==> src/hw/vfd_cmd_regs.vh <==
// constants for the serial command and key scan front end
`ifndef VFD_CMD_REGS_VH
`define VFD_CMD_REGS_VH
// command byte class field
`define CMD_CLASS_HI      7
`define CMD_CLASS_LO      6
`define CLASS_MODE        2'h0
`define CLASS_DATA        2'h1
// data setting sub-selects
`define DSET_LED          2'h1
`define DSET_KEYRD        2'h2
// reset values
`define MODE_RESET        3'h7
`define LED_RESET         4'h0
// timing: one slot is 224 oscillator periods
`define SLOT_OSC_PERIODS  224
`define OSC_PERIOD_NS     2000
`define CLK_PERIOD_NS     10
`endif

==> src/hw/key_store_mem.v <==
// key data storage, four bytes with registered read
`timescale 1ns/1ps
module key_store_mem #(
	parameter AW = 2,
	parameter DW = 8
) (
	input  wire          sys_clk_i,  // core clock
	input  wire          clk_en_i,   // freeze when low
	input  wire          wr_en_i,    // write strobe
	input  wire [AW-1:0] wr_addr_i,  // write address
	input  wire [DW-1:0] wr_data_i,  // write data
	input  wire [AW-1:0] rd_addr_i,  // read address
	output reg  [DW-1:0] rd_data_o   // registered read data
);
	reg [DW-1:0] mem_r [0:(1<<AW)-1];  // storage words

	// write and registered read
	always @(posedge sys_clk_i) begin
		if (clk_en_i) begin
			if (wr_en_i) begin
				mem_r[wr_addr_i] <= wr_data_i;
			end
			rd_data_o <= mem_r[rd_addr_i];
		end
	end
endmodule // key_store_mem

==> src/hw/vfd_serial_command_keyscan.v <==
// serial command front end with display scan and key matrix capture
`timescale 1ns/1ps
`include "vfd_cmd_regs.vh"
module vfd_serial_command_keyscan #(
	parameter SLOT_CYCLES = `SLOT_OSC_PERIODS * `OSC_PERIOD_NS / `CLK_PERIOD_NS,
	parameter SLOT_W      = 16
) (
	input  wire        sys_clk_i,                // core clock
	input  wire        rst_i,                    // synchronous reset
	input  wire        clk_en_i,                 // freezes all state when low
	input  wire        frame_strobe_i,           // serial strobe pin
	input  wire        shift_clk_i,              // serial shift clock pin
	input  wire        serial_din_i,             // serial data in pin
	output wire        serial_dout_o,            // open-drain data out level
	output reg         serial_dout_oe_o,         // high while pulling low
	input  wire        key_return_1_i,           // key return line 1
	input  wire        key_return_2_i,           // key return line 2
	input  wire [23:0] seg_data_i,               // segment pattern for current grid
	input  wire        display_on_set_i,         // pulse: display control turns on
	output reg  [15:0] segment_keysource_o,      // segment / key source lines
	output reg  [7:0]  shared_seg_grid_o,        // shared segment/grid lines
	output reg  [3:0]  grid_line_o,              // dedicated grid lines
	output reg  [3:0]  lamp_port_o,              // lamp ports, low lights lamp
	output reg  [2:0]  display_mode_o,           // current display mode
	output reg         display_on_o,             // display running
	output reg  [3:0]  grid_index_o,             // low four bits of slot in drive, 0 based
	output reg  [7:0]  cmd_byte_o,               // last command byte
	output reg         cmd_valid_o,              // pulse with cmd_byte_o
	output reg  [7:0]  data_byte_o,              // last data byte
	output reg         data_valid_o              // pulse with data_byte_o
);
	////////////////////////////////////////////////////////////////////////
	// functions
	// grids used by a mode
	function [4:0] grids_of;
		input [2:0] mode;
		begin
			if (mode == 3'h7) begin
				grids_of = 5'h0C;
			end else begin
				grids_of = {2'h0, mode} + 5'h04;
			end
		end
	endfunction

	////////////////////////////////////////////////////////////////////////
	// pin synchronisers
	reg [1:0] stb_sync_r;   // strobe two-stage
	reg [1:0] sck_sync_r;   // shift clock two-stage
	reg [1:0] din_sync_r;   // data in two-stage
	reg [1:0] k1_sync_r;    // key return 1 two-stage
	reg [1:0] k2_sync_r;    // key return 2 two-stage
	reg       sck_prev_r;   // delayed shift clock for edges
	wire      stb_s  = stb_sync_r[1];
	wire      sck_s  = sck_sync_r[1];
	wire      sck_rise = sck_s & ~sck_prev_r;
	wire      sck_fall = ~sck_s & sck_prev_r;

	// two flops per pin before any logic
	always @(posedge sys_clk_i) begin
		if (rst_i) begin
			stb_sync_r <= 2'h3;
			sck_sync_r <= 2'h3;
			din_sync_r <= 2'h0;
			k1_sync_r  <= 2'h0;
			k2_sync_r  <= 2'h0;
			sck_prev_r <= 1'b1;
		end else if (clk_en_i) begin
			stb_sync_r <= {stb_sync_r[0], frame_strobe_i};
			sck_sync_r <= {sck_sync_r[0], shift_clk_i};
			din_sync_r <= {din_sync_r[0], serial_din_i};
			k1_sync_r  <= {k1_sync_r[0], key_return_1_i};
			k2_sync_r  <= {k2_sync_r[0], key_return_2_i};
			sck_prev_r <= sck_s;
		end
	end

	////////////////////////////////////////////////////////////////////////
	// serial receiver and command decode
	reg [7:0] shift_r;      // incoming byte
	reg [2:0] bit_cnt_r;    // bits received in byte
	reg       first_r;      // next byte is a command
	reg       led_wr_r;     // data bytes go to lamp ports
	reg       key_rd_r;     // falling edges shift key data out
	reg [2:0] rd_bit_r;     // read bit pointer
	reg [1:0] rd_byte_r;    // read byte pointer
	reg       dout_bit_r;   // current read bit
	reg       disp_off_req; // mode change seen this cycle
	wire [7:0] rx_byte = {din_sync_r[1], shift_r[7:1]};
	wire       byte_done = sck_rise & ~stb_s & (bit_cnt_r == 3'h7);
	wire [1:0] rx_class = rx_byte[`CMD_CLASS_HI:`CMD_CLASS_LO];
	wire [7:0] key_q;       // stored key byte

	// open drain: release for one, pull low for zero
	assign serial_dout_o = 1'b0;

	// shift in, count bits, decode bytes
	always @(posedge sys_clk_i) begin
		if (rst_i) begin
			shift_r        <= 8'h00;
			bit_cnt_r      <= 3'h0;
			first_r        <= 1'b1;
			led_wr_r       <= 1'b0;
			key_rd_r       <= 1'b0;
			cmd_byte_o     <= 8'h00;
			cmd_valid_o    <= 1'b0;
			data_byte_o    <= 8'h00;
			data_valid_o   <= 1'b0;
			display_mode_o <= `MODE_RESET;
			lamp_port_o    <= `LED_RESET;
			disp_off_req   <= 1'b0;
		end else if (clk_en_i) begin
			cmd_valid_o  <= 1'b0;
			data_valid_o <= 1'b0;
			disp_off_req <= 1'b0;
			if (stb_s) begin
				// strobe high: drop partial byte, rearm for a command
				bit_cnt_r <= 3'h0;
				first_r   <= 1'b1;
				key_rd_r  <= 1'b0;
			end else if (sck_rise) begin
				shift_r   <= rx_byte;
				bit_cnt_r <= bit_cnt_r + 3'h1;
			end
			if (byte_done) begin
				first_r <= 1'b0;
				if (first_r) begin
					// command byte
					cmd_byte_o  <= rx_byte;
					cmd_valid_o <= 1'b1;
					led_wr_r    <= 1'b0;
					if (rx_class == `CLASS_MODE) begin
						// low three bits pick the mode, b5..b3 ignored
						if (rx_byte[2:0] != display_mode_o) begin
							display_mode_o <= rx_byte[2:0];
							disp_off_req   <= 1'b1;
						end
					end else if (rx_class == `CLASS_DATA) begin
						led_wr_r <= (rx_byte[1:0] == `DSET_LED);
						key_rd_r <= (rx_byte[1:0] == `DSET_KEYRD);
					end
				end else begin
					// data byte for the current command
					data_byte_o  <= rx_byte;
					data_valid_o <= 1'b1;
					if (led_wr_r) begin
						lamp_port_o <= rx_byte[3:0];
					end
				end
			end
		end
	end

	// key data shifted out on falling edges
	always @(posedge sys_clk_i) begin
		if (rst_i) begin
			rd_bit_r         <= 3'h0;
			rd_byte_r        <= 2'h0;
			dout_bit_r       <= 1'b1;
			serial_dout_oe_o <= 1'b0;
		end else if (clk_en_i) begin
			if (stb_s | ~key_rd_r) begin
				// idle: pin released, pointers home
				rd_bit_r         <= 3'h0;
				rd_byte_r        <= 2'h0;
				dout_bit_r       <= 1'b1;
				serial_dout_oe_o <= 1'b0;
			end else if (sck_fall) begin
				dout_bit_r       <= key_q[rd_bit_r];
				serial_dout_oe_o <= ~key_q[rd_bit_r];
				rd_bit_r         <= rd_bit_r + 3'h1;
				if (rd_bit_r == 3'h7) begin
					rd_byte_r <= rd_byte_r + 2'h1;
				end
			end
		end
	end

	////////////////////////////////////////////////////////////////////////
	// display and key scan timing
	reg [SLOT_W-1:0] slot_cnt_r;  // cycles within slot
	reg [4:0]        pos_r;       // slot within frame
	reg              half_r;      // second frame of key cycle
	reg [31:0]       stage_r;     // key levels of this cycle
	reg [2:0]        commit_r;    // bytes left to commit
	wire [4:0]       grids     = grids_of(display_mode_o);
	wire             slot_end  = (slot_cnt_r == SLOT_CYCLES - 1);
	wire             in_keys   = (pos_r >= grids);
	wire [4:0]       ks_off    = pos_r - grids;
	wire [3:0]       ks_idx    = {half_r, ks_off[2:0]};
	wire             frame_end = slot_end & (pos_r == grids + 5'h07);
	wire [1:0]       wr_addr   = commit_r[1:0] - 2'h1;

	// slot, frame and key cycle counters
	always @(posedge sys_clk_i) begin
		if (rst_i) begin
			slot_cnt_r   <= {SLOT_W{1'b0}};
			pos_r        <= 5'h00;
			half_r       <= 1'b0;
			display_on_o <= 1'b0;
		end else if (clk_en_i) begin
			if (disp_off_req) begin
				// mode change stops display and scan, restarts frame
				display_on_o <= 1'b0;
				slot_cnt_r   <= {SLOT_W{1'b0}};
				pos_r        <= 5'h00;
				half_r       <= 1'b0;
			end else begin
				if (display_on_set_i) begin
					display_on_o <= 1'b1;
				end
				if (display_on_o) begin
					if (slot_end) begin
						slot_cnt_r <= {SLOT_W{1'b0}};
						if (frame_end) begin
							pos_r  <= 5'h00;
							half_r <= ~half_r;
						end else begin
							pos_r <= pos_r + 5'h01;
						end
					end else begin
						slot_cnt_r <= slot_cnt_r + {{(SLOT_W-1){1'b0}}, 1'b1};
					end
				end
			end
		end
	end

	// key level capture and commit to storage
	always @(posedge sys_clk_i) begin
		if (rst_i) begin
			stage_r  <= 32'h0000_0000;
			commit_r <= 3'h0;
		end else if (clk_en_i) begin
			if (commit_r != 3'h0) begin
				commit_r <= commit_r - 3'h1;
			end
			if (display_on_o & ~disp_off_req & slot_end & in_keys) begin
				stage_r[{ks_idx, 1'b0}] <= k1_sync_r[1];
				stage_r[{ks_idx, 1'b1}] <= k2_sync_r[1];
				if (frame_end & half_r) begin
					commit_r <= 3'h4;
				end
			end
		end
	end

	// storage write data: one byte per commit cycle
	reg [7:0] wr_data;
	always @* begin
		case (wr_addr)
			2'h0:    wr_data = stage_r[7:0];
			2'h1:    wr_data = stage_r[15:8];
			2'h2:    wr_data = stage_r[23:16];
			default: wr_data = stage_r[31:24];
		endcase
	end

	// key data storage
	key_store_mem #(
		.AW (2),
		.DW (8)
	) u_key_store (
		.sys_clk_i (sys_clk_i),
		.clk_en_i  (clk_en_i),
		.wr_en_i   (commit_r != 3'h0),
		.wr_addr_i (wr_addr),
		.wr_data_i (wr_data),
		.rd_addr_i (rd_byte_r),
		.rd_data_o (key_q)
	);

	////////////////////////////////////////////////////////////////////////
	// output drivers
	integer i;
	// grid select, segment data and key source drive
	always @(posedge sys_clk_i) begin
		if (rst_i) begin
			segment_keysource_o <= 16'h0000;
			shared_seg_grid_o   <= 8'h00;
			grid_line_o         <= 4'h0;
			grid_index_o        <= 4'h0;
		end else if (clk_en_i) begin
			segment_keysource_o <= 16'h0000;
			shared_seg_grid_o   <= 8'h00;
			grid_line_o         <= 4'h0;
			grid_index_o        <= pos_r[3:0];
			if (display_on_o & ~disp_off_req) begin
				if (in_keys) begin
					// one key source high, grids dark
					segment_keysource_o[ks_idx] <= 1'b1;
				end else begin
					segment_keysource_o <= seg_data_i[15:0];
					for (i = 0; i < 8; i = i + 1) begin
						// shared pin i is grid 12-i when enough grids
						if (i >= 12 - grids) begin
							shared_seg_grid_o[i] <= (pos_r == 5'h0B - i[4:0]);
						end else begin
							shared_seg_grid_o[i] <= seg_data_i[16 + i];
						end
					end
					if (pos_r < 5'h04) begin
						grid_line_o[pos_r[1:0]] <= 1'b1;
					end
				end
			end
		end
	end
endmodule // vfd_serial_command_keyscan

==> config.mk <==
export PLATFORM = sky130hd
export DESIGN_NAME = vfd_serial_command_keyscan
export DESIGN_NICKNAME = d
export VERILOG_FILES = /design/src/hw/key_store_mem.v /design/src/hw/vfd_serial_command_keyscan.v
export VERILOG_INCLUDE_DIRS = /design/src /design/src/hw
export SDC_FILE = /design/constraint.sdc
export NUM_CORES = 1
export LEC_CHECK = 0
export ABC_AREA = 1
export CAP_MARGIN = 40
export CORE_AREA = 2 2 149 151
export DETAILED_ROUTE_END_ITERATION = 8
export DIE_AREA = 0 0 151 153
export DONT_BUFFER_PORTS = 1
export HOLD_SLACK_MARGIN = 0.05
export PLACE_DENSITY = 0.5
export SYNTH_ARGS = -nofsm -noshare
export SYNTH_HDL_FRONTEND = slang
export SYNTH_SLANG_ARGS = --single-unit
==> constraint.sdc <==
create_clock -name sys_clk_i -period 3 [get_ports sys_clk_i]
set_clock_uncertainty 0.1 [all_clocks]
set_input_delay 0.15 -clock sys_clk_i [delete_from_list [all_inputs] [get_ports sys_clk_i]]
set_output_delay 0.15 -clock sys_clk_i [all_outputs]
set_load 0.02 [all_outputs]
==> results of run 1 <==
## worst register-to-register path: cells and delay by family (launching register included)
family | cells | cell delay [ns]
AOI/OAI and AO/OA | 4 | 0.65
DFF | 1 | 0.36
buffers and inverters | 1 | 0.06
and+or+nand+nor | 4 | 0.65
adders and majority gates | 3 | 0.79
## cell usage after synthesis (2+ instances only)
cell,instances,share of area
sky130_fd_sc_hd__nand2_1,169,0.075
sky130_fd_sc_hd__nor2_1,167,0.074
sky130_fd_sc_hd__dfxtp_1,146,0.34
sky130_fd_sc_hd__a21oi_1,96,0.057
sky130_fd_sc_hd__o21ai_0,82,0.048
sky130_fd_sc_hd__inv_1,80,0.035
sky130_fd_sc_hd__edfxtp_1,40,0.14
sky130_fd_sc_hd__clkbuf_1,28,0.012
sky130_fd_sc_hd__o21ai_1,25,0.015
sky130_fd_sc_hd__ha_1,23,0.034
sky130_fd_sc_hd__nand3_1,20,0.012
sky130_fd_sc_hd__inv_2,18,0.0080
sky130_fd_sc_hd__a211oi_1,14,0.012
sky130_fd_sc_hd__nand2_2,12,0.0088
sky130_fd_sc_hd__nor2_8,11,0.026
sky130_fd_sc_hd__nand4_1,10,0.0074
sky130_fd_sc_hd__o211ai_1,9,0.0080
sky130_fd_sc_hd__o22ai_1,9,0.0066
sky130_fd_sc_hd__nor2_4,7,0.0093
sky130_fd_sc_hd__buf_2,6,0.0035
sky130_fd_sc_hd__xnor2_1,5,0.0052
sky130_fd_sc_hd__a221oi_1,4,0.0041
sky130_fd_sc_hd__buf_1,4,0.0018
sky130_fd_sc_hd__buf_4,4,0.0035
sky130_fd_sc_hd__nand3_2,4,0.0047
sky130_fd_sc_hd__nor3_1,4,0.0024
sky130_fd_sc_hd__xor2_1,4,0.0041
sky130_fd_sc_hd__a22oi_1,3,0.0027
sky130_fd_sc_hd__a32oi_1,3,0.0031
sky130_fd_sc_hd__nor2_2,3,0.0022
sky130_fd_sc_hd__or2_2,3,0.0022
sky130_fd_sc_hd__a31oi_1,2,0.0015
sky130_fd_sc_hd__clkinv_1,2,0.00088
sky130_fd_sc_hd__nand2_4,2,0.0027
sky130_fd_sc_hd__nand4_2,2,0.0029
sky130_fd_sc_hd__nor3b_1,2,0.0018
sky130_fd_sc_hd__o31ai_1,2,0.0018
sky130_fd_sc_hd__or2_1,2,0.0015
## stage by stage
stage          total power (uW)  hold slack (ns)   util  cell area [um^2]
2_1_floorplan              3000            0.162      -              8490
6_report                   5340           0.0978  0.453              9730
5_1_grt                    5570            0.146  0.453              9730
4_1_cts                    5400           0.0832  0.453              9730
3_5_place_dp               3090            0.131  0.407              8750
3_3_place_gp               3090            0.128  0.407              8750
## flip-flops by register name, summed over array words and instances, names as in the netlist, 4 cells and up
register	cells
slot_cnt_r	16
grid_line_o	4
segment_keysource_o	16
grid_index_o	4
stage_r	32
u_key_store.rd_data_o	8
cmd_byte_o	8
data_byte_o	8
shared_seg_grid_o	8
shift_r	7
u_key_store.mem_r	32
pos_r	5
lamp_port_o	4
## per-layer routing
| layer | up-vias | GRT usage | part of all wire |
|---|---|---|---|
| met5 | - | 0 | 0 |
| met3 | 16 | 0.0397 | 0.050 |
| met1 | 3029 | 0.256 | 0.49 |
| met4 | 0 | 0.0507 | 0.010 |
| met2 | 117 | 0.289 | 0.45 |
| li1 | 3492 | - | - |
## logic make-up after synthesis
family | Yosys count | synth area share
fa+ha+maj | 24 | 0.0362
xor+xnor | 9 | 0.00928
compound gates | 253 | 0.165
buf+inv | 143 | 0.0678
other cells | 1 | 0.000442
flops | 186 | 0.486
simple gates | 421 | 0.236
## path summary, 6_finish.rpt
kind	slack, ns	to	cells past startpoint
min	0.1	shift_r[6]	2
max	0.31	segment_keysource_o[6]	12
min reg2reg	0.36	slot_cnt_r[15]	2
max reg2reg	0.31	segment_keysource_o[6]	12
## layout make-up
class / count / area [um^2]
fill: 2110 / 11800
sequential: 186 / 4120
multi-input combinational: 708 / 3790
timing repair buffer: 49 / 498
clock buffer: 17 / 425
inverter: 100 / 375
tap: 280 / 350
clock inverter: 15 / 165
## where the power goes
| part | switching [uW] | leakage, uW | internal (uW) |
|---|---|---|---|
| clock network | 1110 | 0.000290 | 1130 |
| registers | 50.5 | 0.00155 | 2660 |
| logic | 256 | 0.00233 | 126 |
==> results.txt, run 1 <==
The number of detailed-routing iterations run before antenna repair is 5. The fraction of final layout cells sized beyond drive strength 1 came out at 0.105. The final number of hold-violating endpoints is 0.

The number of placed instances, taps included came out at 1287. After detailed routing, the number of remaining DRC violations is 0. The post-detailed-route count of antenna-violating nets is 0. The final cell count without fillers came out at between 1000 and 1500. The power density of the placed cells came out at roughly 550 nW/um^2. The number of gates resized after cts came out at 0. The number of setup violations in the final report is 0. Once detailed placement completed, the half-perimeter wirelength came to between 10000 and 15000 um. The sequential fraction of the synthesis area came out at 0.486. No sink is reached through more buffers than the 2 on the longest clock path. The relative area change from synthesis to final layout came out at 14.6%. Leaving out fill and tap cells, the most frequent cell in the layout is sky130_fd_sc_hd__nand2_1. In the layout the commonest cells are sky130_fd_sc_hd__nand2_1 (169), sky130_fd_sc_hd__nor2_1 (167), sky130_fd_sc_hd__dfxtp_1 (146). The data arrival time of the critical path is 2.95 ns. Setup repair after global routing left no endpoint under its margin.

The number of antenna violations at the first check in global routing came to 0. The H-tree depth is 4. Once the clock tree was built, the setup fixing pass inserted 0 buffers. The mean area per synthesized cell came out at ~8.2 um^2.

The largest individual stage delay along the critical path comes from the cell sky130_fd_sc_hd__fa_1. The total number of vias came out at 6654. Counting flops with a built-in enable in the synthesized netlist gives 40.

The first global-routing pass estimated between 30000 and 40000 um of wire. The signal on the critical path passes through ha_1 > a21oi_1 > ha_1 > inv_1 > fa_1 > nand2_1 > nand2_2 > nor2_1 > nand2_1 > a21oi_1 > o21ai_0 > a21oi_1. The maximum frequency from static timing analysis came out at roughly 370 MHz. In this run the critical register-to-register path is launched from display_mode_o[0].

The die area is 23100 um^2. The proportion of synthesized flip-flops having asynchronous set or reset came out at 0. The number of hold buffers added after CTS came out at 36. TritonCTS built the clock tree. Clock tree synthesis selected as its root buffer the cell sky130_fd_sc_hd__clkbuf_16.

The post-synth net total came out at about 1100. The pre-CTS setup slack is between 0.3 and 0.4 ns. Wires add up to roughly 20000 um. The total core area is 21500 um^2. In this run, synthesis produced a sequential element count of roughly 190. The distinct cell type count of the synthesized netlist is 48. The leakage power is between 0.004 and 0.005 uW. The CTS sink count came out at between 150 and 200. The count of boundary I/O pins is 93. In this design, the critical path's most frequently occurring cell is sky130_fd_sc_hd__a21oi_1. The CTS clock-pin slew for the worst setup and hold paths came out at around 0.080 ns. The maximum number of pins on one net before global-route repair came out at 73. The number of buffers and inverters on the critical path is 1. The floorplan row count came out at 54. The maximum fanout encountered on the critical timing path came out at 5. The time the worst path needs with I/O delays and setup is 2.69 ns. The number of pins with negative max-slew slack in the final report came to 0. The number of vias per cell after detailed routing came out at 4.91.

In the final design database the tool counted between 1000 and 1500 nets. The required time of the critical path came out at ~3.3 ns. The worst path setup slack after routing is around 0.31 ns.

The setup path with the least slack is of type reg2reg. The count of yosys warnings during synthesis is 0. The height of the die is 153 um. The slew at the pin closest to its max-slew limit is 0.759 ns.

The clock latency reported for the late side of the worst-skew pair is around 0.43 ns. For this run, the slowest stage of the critical path takes approximately 0.37 ns. STA classifies the critical path endpoint as a flop. The flow ran to the end, and the final reports show no timing, DRC or antenna violations. The post-route clock period utilization came out at 0.895. In the global route stage, overall resource usage came out at 0.184. The total congestion overflow came out at 0. The via count of the first global-routing pass is ~6400. Measured along the x axis, the die boundary spans between 150 and 200 um. The number of antenna diodes came out at 0.

The gate count after technology mapping came out at about 1000. The starting density of the core came out at 0.395. On the critical path the largest part of the delay comes from adder cells. The count of buffers added on input and output ports is 0. The post-synthesis instance area came out at ~8500 um^2. In this run the worst hold path is classified as in2reg. In this run the most critical hold path is launched from clk_en_i. The number of violations of the max-capacitance limit is 0. The weighted congestion at the end of routability-driven global placement is a little under 0.8. The launching instance or port of the critical path is display_mode_o[0].

The remaining max-slew budget at the tightest pin is 0.493. In the final timing run, aggregate negative setup slack is 0 ns. The maximum VDD drop is about 0.34 mV.

The worst setup path is launched from a flop. The routed length per instance is around 15 um. The predominant post-synthesis flop cell is sky130_fd_sc_hd__dfxtp_1.

The count of routing violations after the opening detailed-route iteration is 400. The number of buffers created by CTS came out at 17.
Power figures use the tool's default switching activity.
==> inputs of run 2 (changes only) <==
- ABC_AREA: 1 -> default
- clock period: 3 -> 3.1 ns (I/O delays scaled with it)
==> results.txt, run 2 <==
In the synthesized netlist, the cells that appear most often are sky130_fd_sc_hd__dfxtp_1 (146), sky130_fd_sc_hd__nor2_1 (122), sky130_fd_sc_hd__nand2_1 (79). The power density of the placed cells is around 510 nW/um^2. The post-synth net total is around 950. TritonCTS built the clock tree. The post-synthesis instance area is between 8000 and 9000 um^2. The number of DRC violations after detailed routing came out at 0. Synthesis produced a netlist whose cell count is 889. The startpoint identified for the worst register-to-register timing path is display_mode_o[0].

The post-detailed-route count of antenna-violating nets came out at 0. The floorplan row count is 54. The count of yosys warnings during synthesis came out at 0. The distinct cell type count of the synthesized netlist came out at 63.

The synthesized-area fraction occupied by xor and xnor cells is 0.0227. The deepest clock path buffer count is 2. STA classifies the critical path endpoint as a flop. The maximum number of pins on one net before global-route repair is around 140. The final number of hold-violating endpoints came to 0. By area, the combinational part of the netlist is dominated by simple AND/OR/NAND/NOR gates. The biggest area contributor in the post-synthesis netlist is sky130_fd_sc_hd__dfxtp_1. The final cell count without fillers came out at around 1200. The via count of the first global-routing pass is approximately 6300.

Data arrives at the worst endpoint at 3.04 ns. The final routed wirelength across all metal layers is a little over 20000 um. Once placement completed, the tool counted placed cells totaling approximately 1100. The total core area came out at between 20000 and 25000 um^2. The slew at the pin closest to its max-slew limit came out at ~0.76 ns. The number of register bits inferred by synthesis came out at 186. Of the post-synthesis cell area, the dominant cell type holds 0.345. The critical path goes through ha_1 > a21oi_2 > ha_1 > inv_1 > fa_2 > buf_4 > nand2b_1 > nor4_1 > nand4_1 > mux2i_1 > nor2_1. The post-route clock period utilization came out at 0.916.

The number of pins with negative max-slew slack in the final report came out at 0. The number of vias per cell after detailed routing came out at 5.39. The number of cells on the worst reg-to-reg path is 11. The leakage power is 0.00364 uW. Buffers added to address setup during post-CTS repair amount to 0.

sky130_fd_sc_hd__dfxtp_1 is the most common cell in the netlist. The CTS clock-pin slew for the worst setup and hold paths is approximately 0.07 ns. The number of violations of the max-capacitance limit is 0. The total number of vias came out at 6447. The count of cells along the worst hold path is 2.

The tree built by TritonCTS fans out to between 150 and 200 sinks. Derived from the worst setup path, the maximum achievable clock frequency is about 350 MHz. The utilization after layout is 0.451. The die area came out at ~23000 um^2.

The count of boundary I/O pins is 93. The HPWL after detailed placement is ~14000 um. The total negative slack came out at 0 ns.

Counting stages on the worst path, the most repeated cell is sky130_fd_sc_hd__ha_1. The maximum fanout encountered on the critical timing path is 7. In this design, the stage delay of the slowest critical-path cell is ~0.6 ns.

The predominant post-synthesis flop cell is sky130_fd_sc_hd__dfxtp_1. The routed length per instance is ~17 um. The post-synthesis share of cell area spent on full adders, half adders and majority gates came out at 0.0363.

The slowest stage of the critical path is the sky130_fd_sc_hd__fa_2 cell. The global-route usage over all layers came out at 0.178. The filler cell count came out at 2032. The remaining max-slew budget at the tightest pin is 0.495. The number of detailed-routing iterations run before antenna repair came out at 4. The maximum VDD drop came out at 0.354 mV. The starting density of the core is 0.394.

TritonCTS created 17 clock buffers. The startpoint type of the worst setup path is a flop. Setup repair after global routing left no endpoint under its margin. In this run the clock root is driven by a sky130_fd_sc_hd__clkbuf_16. The total of buffers placed on input and output ports came out at 0. The area fraction in compound gates after synthesis came out at 0.126. CTS built an H-tree with a depth of 4.

The worst register-to-register path ends at stage_r[6]. After global routing the overflow that remains totals 0. The total power after layout is about 5000 uW. The path type of the worst setup path is reg2reg. For hold timing, the worst endpoint is stage_r[11].

In this run, synthesis inferred 40 flip-flops with an integrated enable. The sequential fraction of the synthesis area is 0.487. In this run the worst hold path is classified as in2reg. The final net count came out at 958.

The multiplexer area fraction after synthesis came out at 0.0915. The required time of the critical path is about 3.3 ns. Leaving out fill and tap cells, the most frequent cell in the layout is sky130_fd_sc_hd__dfxtp_1.

The worst hold path begins at rst_i. In the layout the commonest cells are sky130_fd_sc_hd__dfxtp_1 (146), sky130_fd_sc_hd__nor2_1 (122), sky130_fd_sc_hd__nand2_1 (79). In the final layout, the registers with the most flip-flops are stage_r (32), u_key_store.mem_r (32). In the final layout, the share of cells above drive strength 1 is 0.0941. The clock reaches the later pin of the worst-skew pair after 0.43 ns. After synthesis, the mean cell area works out to approximately 9.5 um^2. The flow ran to the end, and the final reports show no timing, DRC or antenna violations. The proportion of synthesized flip-flops having asynchronous set or reset is 0. In this run the register-to-register setup slack is approximately 0.26 ns. The horizontal extent of the die is roughly 150 um. After layout, the minimum clock period comes to around 2.8 ns.

The relative area change from synthesis to final layout is 14.4%. The number of antenna violations at the first check in global routing is 1. Routability-driven placement finished with a final weighted congestion of between 0.8 and 0.9. The first global-routing pass estimated roughly 33000 um of wire. Sorting the synthesized cells by area gives the leading types as sky130_fd_sc_hd__dfxtp_1 (34%), sky130_fd_sc_hd__edfxtp_1 (14%), sky130_fd_sc_hd__mux2i_1 (6.5%).

Of the total synthesized cell area, the portion taken by AND, OR, NAND and NOR gates is 0.194. The first routing iteration left slightly above 400 violations. Setup violations remaining at the end of the flow were counted as 0. The height of the die came out at between 150 and 200 um.
-- run 2: changes by cell type in the layout (fill, tap and decap cells not counted), sizes merged, moves of 12 or more --
cell and delta:
a21oi -33, o21ai -72, nor4 +19, inv -80, nor3 +12, nand3 -14
nand2 -104, mux2i +55, nor2 -66, nand4 +18
-- run 2: worst max path at each step --
stage                      startpoint  cells past startpoint                      end  slack, ns
global route        display_mode_o[0]                     11              stage_r[29]       0.03
global placement    display_mode_o[0]                     10  segment_keysource_o[10]       0.21
finish              display_mode_o[0]                     11               stage_r[6]       0.26
detailed placement  display_mode_o[0]                     10              stage_r[27]       0.21
floorplan           display_mode_o[2]                     10   segment_keysource_o[6]       0.32
CTS                 display_mode_o[0]                     10              stage_r[26]       0.14
-- run 2: what timing repair did --
item,4_1_cts,5_1_grt
hold buffers,32,0
endpoints found under the hold margin,154,0
resized for setup,0,6
endpoints found under the setup margin,0,18
-- run 2: routing by layer --
metal	part of all wire	vias up	wire (um)	global-route usage
li1	-	3211	-	-
met1	0.47	3091	9520	0.241
met2	0.47	124	9420	0.287
met3	0.046	21	929	0.0430
met4	0.012	0	242	0.0454
met5	0	-	0	0
-- run 2: layout make-up --
type | count | area (um^2) | area share
repair buffers | 56 | 528 | 0.0545
clock inverters | 14 | 138 | 0.0142
multi-input cells | 615 | 4030 | 0.416
flip-flops and latches | 186 | 4120 | 0.425
inverters | 25 | 93.8 | 0.00968
diodes | 1 | 2.50 | 0.000258
well taps | 280 | 350 | 0.0361
clock buffers | 18 | 429 | 0.0443
-- run 2: critical path, delay by kind of cell, from the launching register on --
kind / cells / cell delay [ns]
adder cells (fa/ha/maj): 3 / 1.05
buffers and inverters: 2 / 0.21
AND/OR/NAND/NOR: 4 / 0.61
AO/OA/AOI/OAI: 1 / 0.18
multiplexers: 1 / 0.21
flip-flops: 1 / 0.33
-- run 2: stage by stage --
stage | setup slack [ns] | hold slack (ns) | instance area [um^2]
final | 0.261 | 0.00686 | 9690
after global routing | 0.0307 | 0.0867 | 9690
after CTS | 0.139 | 0.0558 | 9670
after detailed placement | 0.211 | 0.138 | 8750
after global placement | 0.213 | 0.137 | 8750
after floorplan | 0.321 | 0.167 | 8480
-- run 2: cells by family (layout without fill, tap and decap cells) --
family,count (synthesis),count (layout)
DFF,186,186
adders and majority gates,24,24
muxes,65,65
other,1,2
xor gates and xnor gates,22,22
AOI/OAI and AO/OA,168,168
buffers and inverters,88,113
and+or+nand+nor,335,335
-- run 2: power breakdown --
group | internal (uW) | switching (uW)
combinational | 92.2 | 171
sequential | 2530 | 35.3
clock | 1130 | 989
==> inputs of run 3 (changes only) <==
- GPL_TIMING_DRIVEN: default -> 0
==> results.txt, run 3 (synthesis gave the netlist of run 2 again) <==
Leaving out fill and tap cells, the most frequent cells in the layout are sky130_fd_sc_hd__dfxtp_1 (143), sky130_fd_sc_hd__nor2_1 (122), sky130_fd_sc_hd__nand2_1 (79). The total core area came out at around 21000 um^2. The total congestion overflow is 0. Once layout is complete, the cells apart from fillers number 1235.

The total number of vias came out at about 6600. The relative area change from synthesis to final layout came out at 16.9%. The number of DRC violations after detailed routing came out at 0. For the worst flop-to-flop path, the logic depth is 11.

The clock passes through at most 2 buffers. The met3 usage in global routing came out at 0.0409. The via count of the first global-routing pass came to approximately 6400. Total power for the finished layout comes to 5070 uW. The die area is between 20000 and 25000 um^2. The number of pins with negative max-slew slack in the final report was 0. The min-delay analysis places its worst path in the category in2reg. The count of cells along the worst hold path came out at 3. The library cell used most frequently in the layout, excluding fill and tap cells, is sky130_fd_sc_hd__dfxtp_1.

For this run, the total global-route usage over all layers was measured as 0.194. The combinational power share came out at 0.057. The run finished with clean final reports.

The initial utilization of the core area, before any placement, comes to 0.394. Of the total power, registers draw 0.505. The maximum fanout encountered on the critical timing path came out at 9. The fraction of final layout cells sized beyond drive strength 1 is 0.0974. The cell sitting at the root of the clock tree is a sky130_fd_sc_hd__clkbuf_16. Counting the buffers created by CTS gives 17. The slew at the pin closest to its max-slew limit is 0.914 ns. The HPWL after detailed placement came out at roughly 15000 um.

The height of the die came out at between 150 and 200 um. The clock power share is 0.438. The routed length per instance is roughly 18 um. The number of detailed-routing iterations run before antenna repair came out at 5. In the final layout, the registers with the most flip-flops are stage_r (32), u_key_store.mem_r (32). Walking the worst path, the cells encountered are buf_6 > inv_1 > a21oi_2 > ha_1 > inv_1 > fa_2 > or3b_2 > nor3_1 > nand4_1 > mux2i_1 > nor2_1.

The worst hold path terminates at segment_keysource_o[15]. The number of violations of the max-capacitance limit is 0. The CTS sink count came out at ~190. The number of vias per cell after detailed routing came out at around 5.3.

For this run, the slowest stage of the critical path takes a little over 0.5 ns. The worst pin sits at a relative slew slack of 0.387. The maximum number of pins on one net before global-route repair came out at 20. After floorplanning, the core was divided into 54 placement rows. TritonCTS built the clock tree.

The maximum VDD drop is around 0.36 mV. The post-detailed-route count of antenna-violating nets came out at 0. The number of setup violations in the final report is 0. The path type of the worst setup path is reg2reg. The cell-internal power came out at approximately 3800 uW. In this run, placement finished with an instance count of 1169. The global-route wire length before repair is 35200 um.

For this design the static power due to leakage is approximately 0.0037 uW. The worst register-to-register path ends at stage_r[26]. The startpoint identified for the worst hold timing path is seg_data_i[15]. The worst setup path is launched from a flop. 0 antenna diodes ended up in the layout. STA puts the critical path data required time at roughly 3.3 ns. The horizontal extent of the die came out at roughly 150 um. The clock latency reported for the late side of the worst-skew pair is roughly 0.44 ns. The critical path starts at display_mode_o[0]. The final number of hold-violating endpoints came to 0. The data arrival time of the critical path came out at ~3.2 ns. The power density of the placed cells came out at 512 nW/um^2. In this run, the number of DRC markers left after iteration 0 of detailed routing was roughly 450. The count of boundary I/O pins is 93. The slack of the worst reg-to-reg path is approximately 0.14 ns. The type of destination of the critical path is a flop.

The worst register-to-register path begins at display_mode_o[0]. The H-tree depth came out at 4. For met1 alone, demand over resource in global routing was 0.279. The final routed wirelength across all metal layers came out at roughly 22000 um. The maximum frequency from static timing analysis is about 340 MHz.

After clock tree synthesis, the clock-pin slew on the worst setup and hold paths is 0.08 ns. The post-route clock period utilization came out at 0.956. The placed cell area is slightly below 9000 um^2. The final standard cell area without fillers came out at roughly 9900 um^2. The cell that appears most often on the critical path is sky130_fd_sc_hd__inv_1. The total of buffers placed on input and output ports came out at 0.

After global routing, the most crowded layer is met2. Of the total power, the share spent switching nets is 0.254. The met2 track demand over resource came out at 0.294. The slowest cell on the critical path is sky130_fd_sc_hd__or3b_2. The worst path in the final design needs a cycle of approximately 3 ns, including I/O delays and setup. The weighted congestion at the end of routability-driven global placement came out at around 0.84. The final net count came out at about 1000. The number of antenna violations at the first check in global routing is 0.

The net load switching power is between 1000 and 1500 uW.
## run 3: cell types whose count changed in the layout (fill, tap and decap cells not counted), sizes merged
cell         previous run  this run
buf                    26        18
clkbuf                 18        65
clkinv                  7         3
clkinvlp                1         4
diode                   1         0
dlygate4sd3            30        31
inv                    30        32
## run 3: repair_timing
| item | in CTS | in global routing |
|---|---|---|
| pin swaps | 1 | 4 |
| endpoints found under the hold margin | 38 | 0 |
| endpoints found under the setup margin | 58 | 41 |
| setup buffers | 0 | 3 |
| hold buffers | 31 | 0 |
| resized for setup | 19 | 22 |
## run 3: worst max-delay path by stage
stage	end	cells past startpoint
floorplan	segment_keysource_o[6]	10
global placement	segment_keysource_o[15]	10
detailed placement	segment_keysource_o[15]	10
CTS	segment_keysource_o[15]	10
global route	stage_r[26]	11
finish	stage_r[26]	11
## run 3: power groups by stage
stage	sequential, uW	clock (uW)	combinational, uW
2_1_floorplan	2610	0	175
3_3_place_gp	2620	0	255
3_5_place_dp	2620	0	255
4_1_cts	2560	2280	290
5_1_grt	2570	2370	324
6_report	2560	2220	290
## run 3: worst max-delay path: cells and delay by family, from the launching register on
family                     cells  cell delay (ns)
AOI/OAI and AO/OA              1             0.14
and+or+nand+nor                4             1.01
muxes                          1             0.23
buffers and inverters          3             0.28
DFF                            1             0.43
adders and majority gates      2             0.64
## run 3: area by class of cell
type / count / area, um^2
fill: 2072 / 11600
sequential: 186 / 4130
multi-input combinational: 615 / 4120
clock buffer: 17 / 425
tap: 280 / 350
timing repair buffer: 34 / 333
buffer: 63 / 283
clock inverter: 15 / 175
inverter: 25 / 93.8
## run 3: stage by stage
stage	util	hold WS (ns)	TNS, ns	setup WS (ns)
detailed placement	0.411	0.169	-12.61	-0.761
finish	0.461	0.107	0	0.136
global placement	0.411	0.169	-12.86	-0.759
global route	0.461	0.164	-0.0799	-0.0308
floorplan	-	0.167	0	0.321
CTS	0.456	0.160	0	0.0219
## run 3: layer usage
layer  vias up  part of all wire
met3        21             0.050
met2       139              0.44
met5         -                 0
met4         0             0.013
li1       3291                 -
met1      3146              0.49
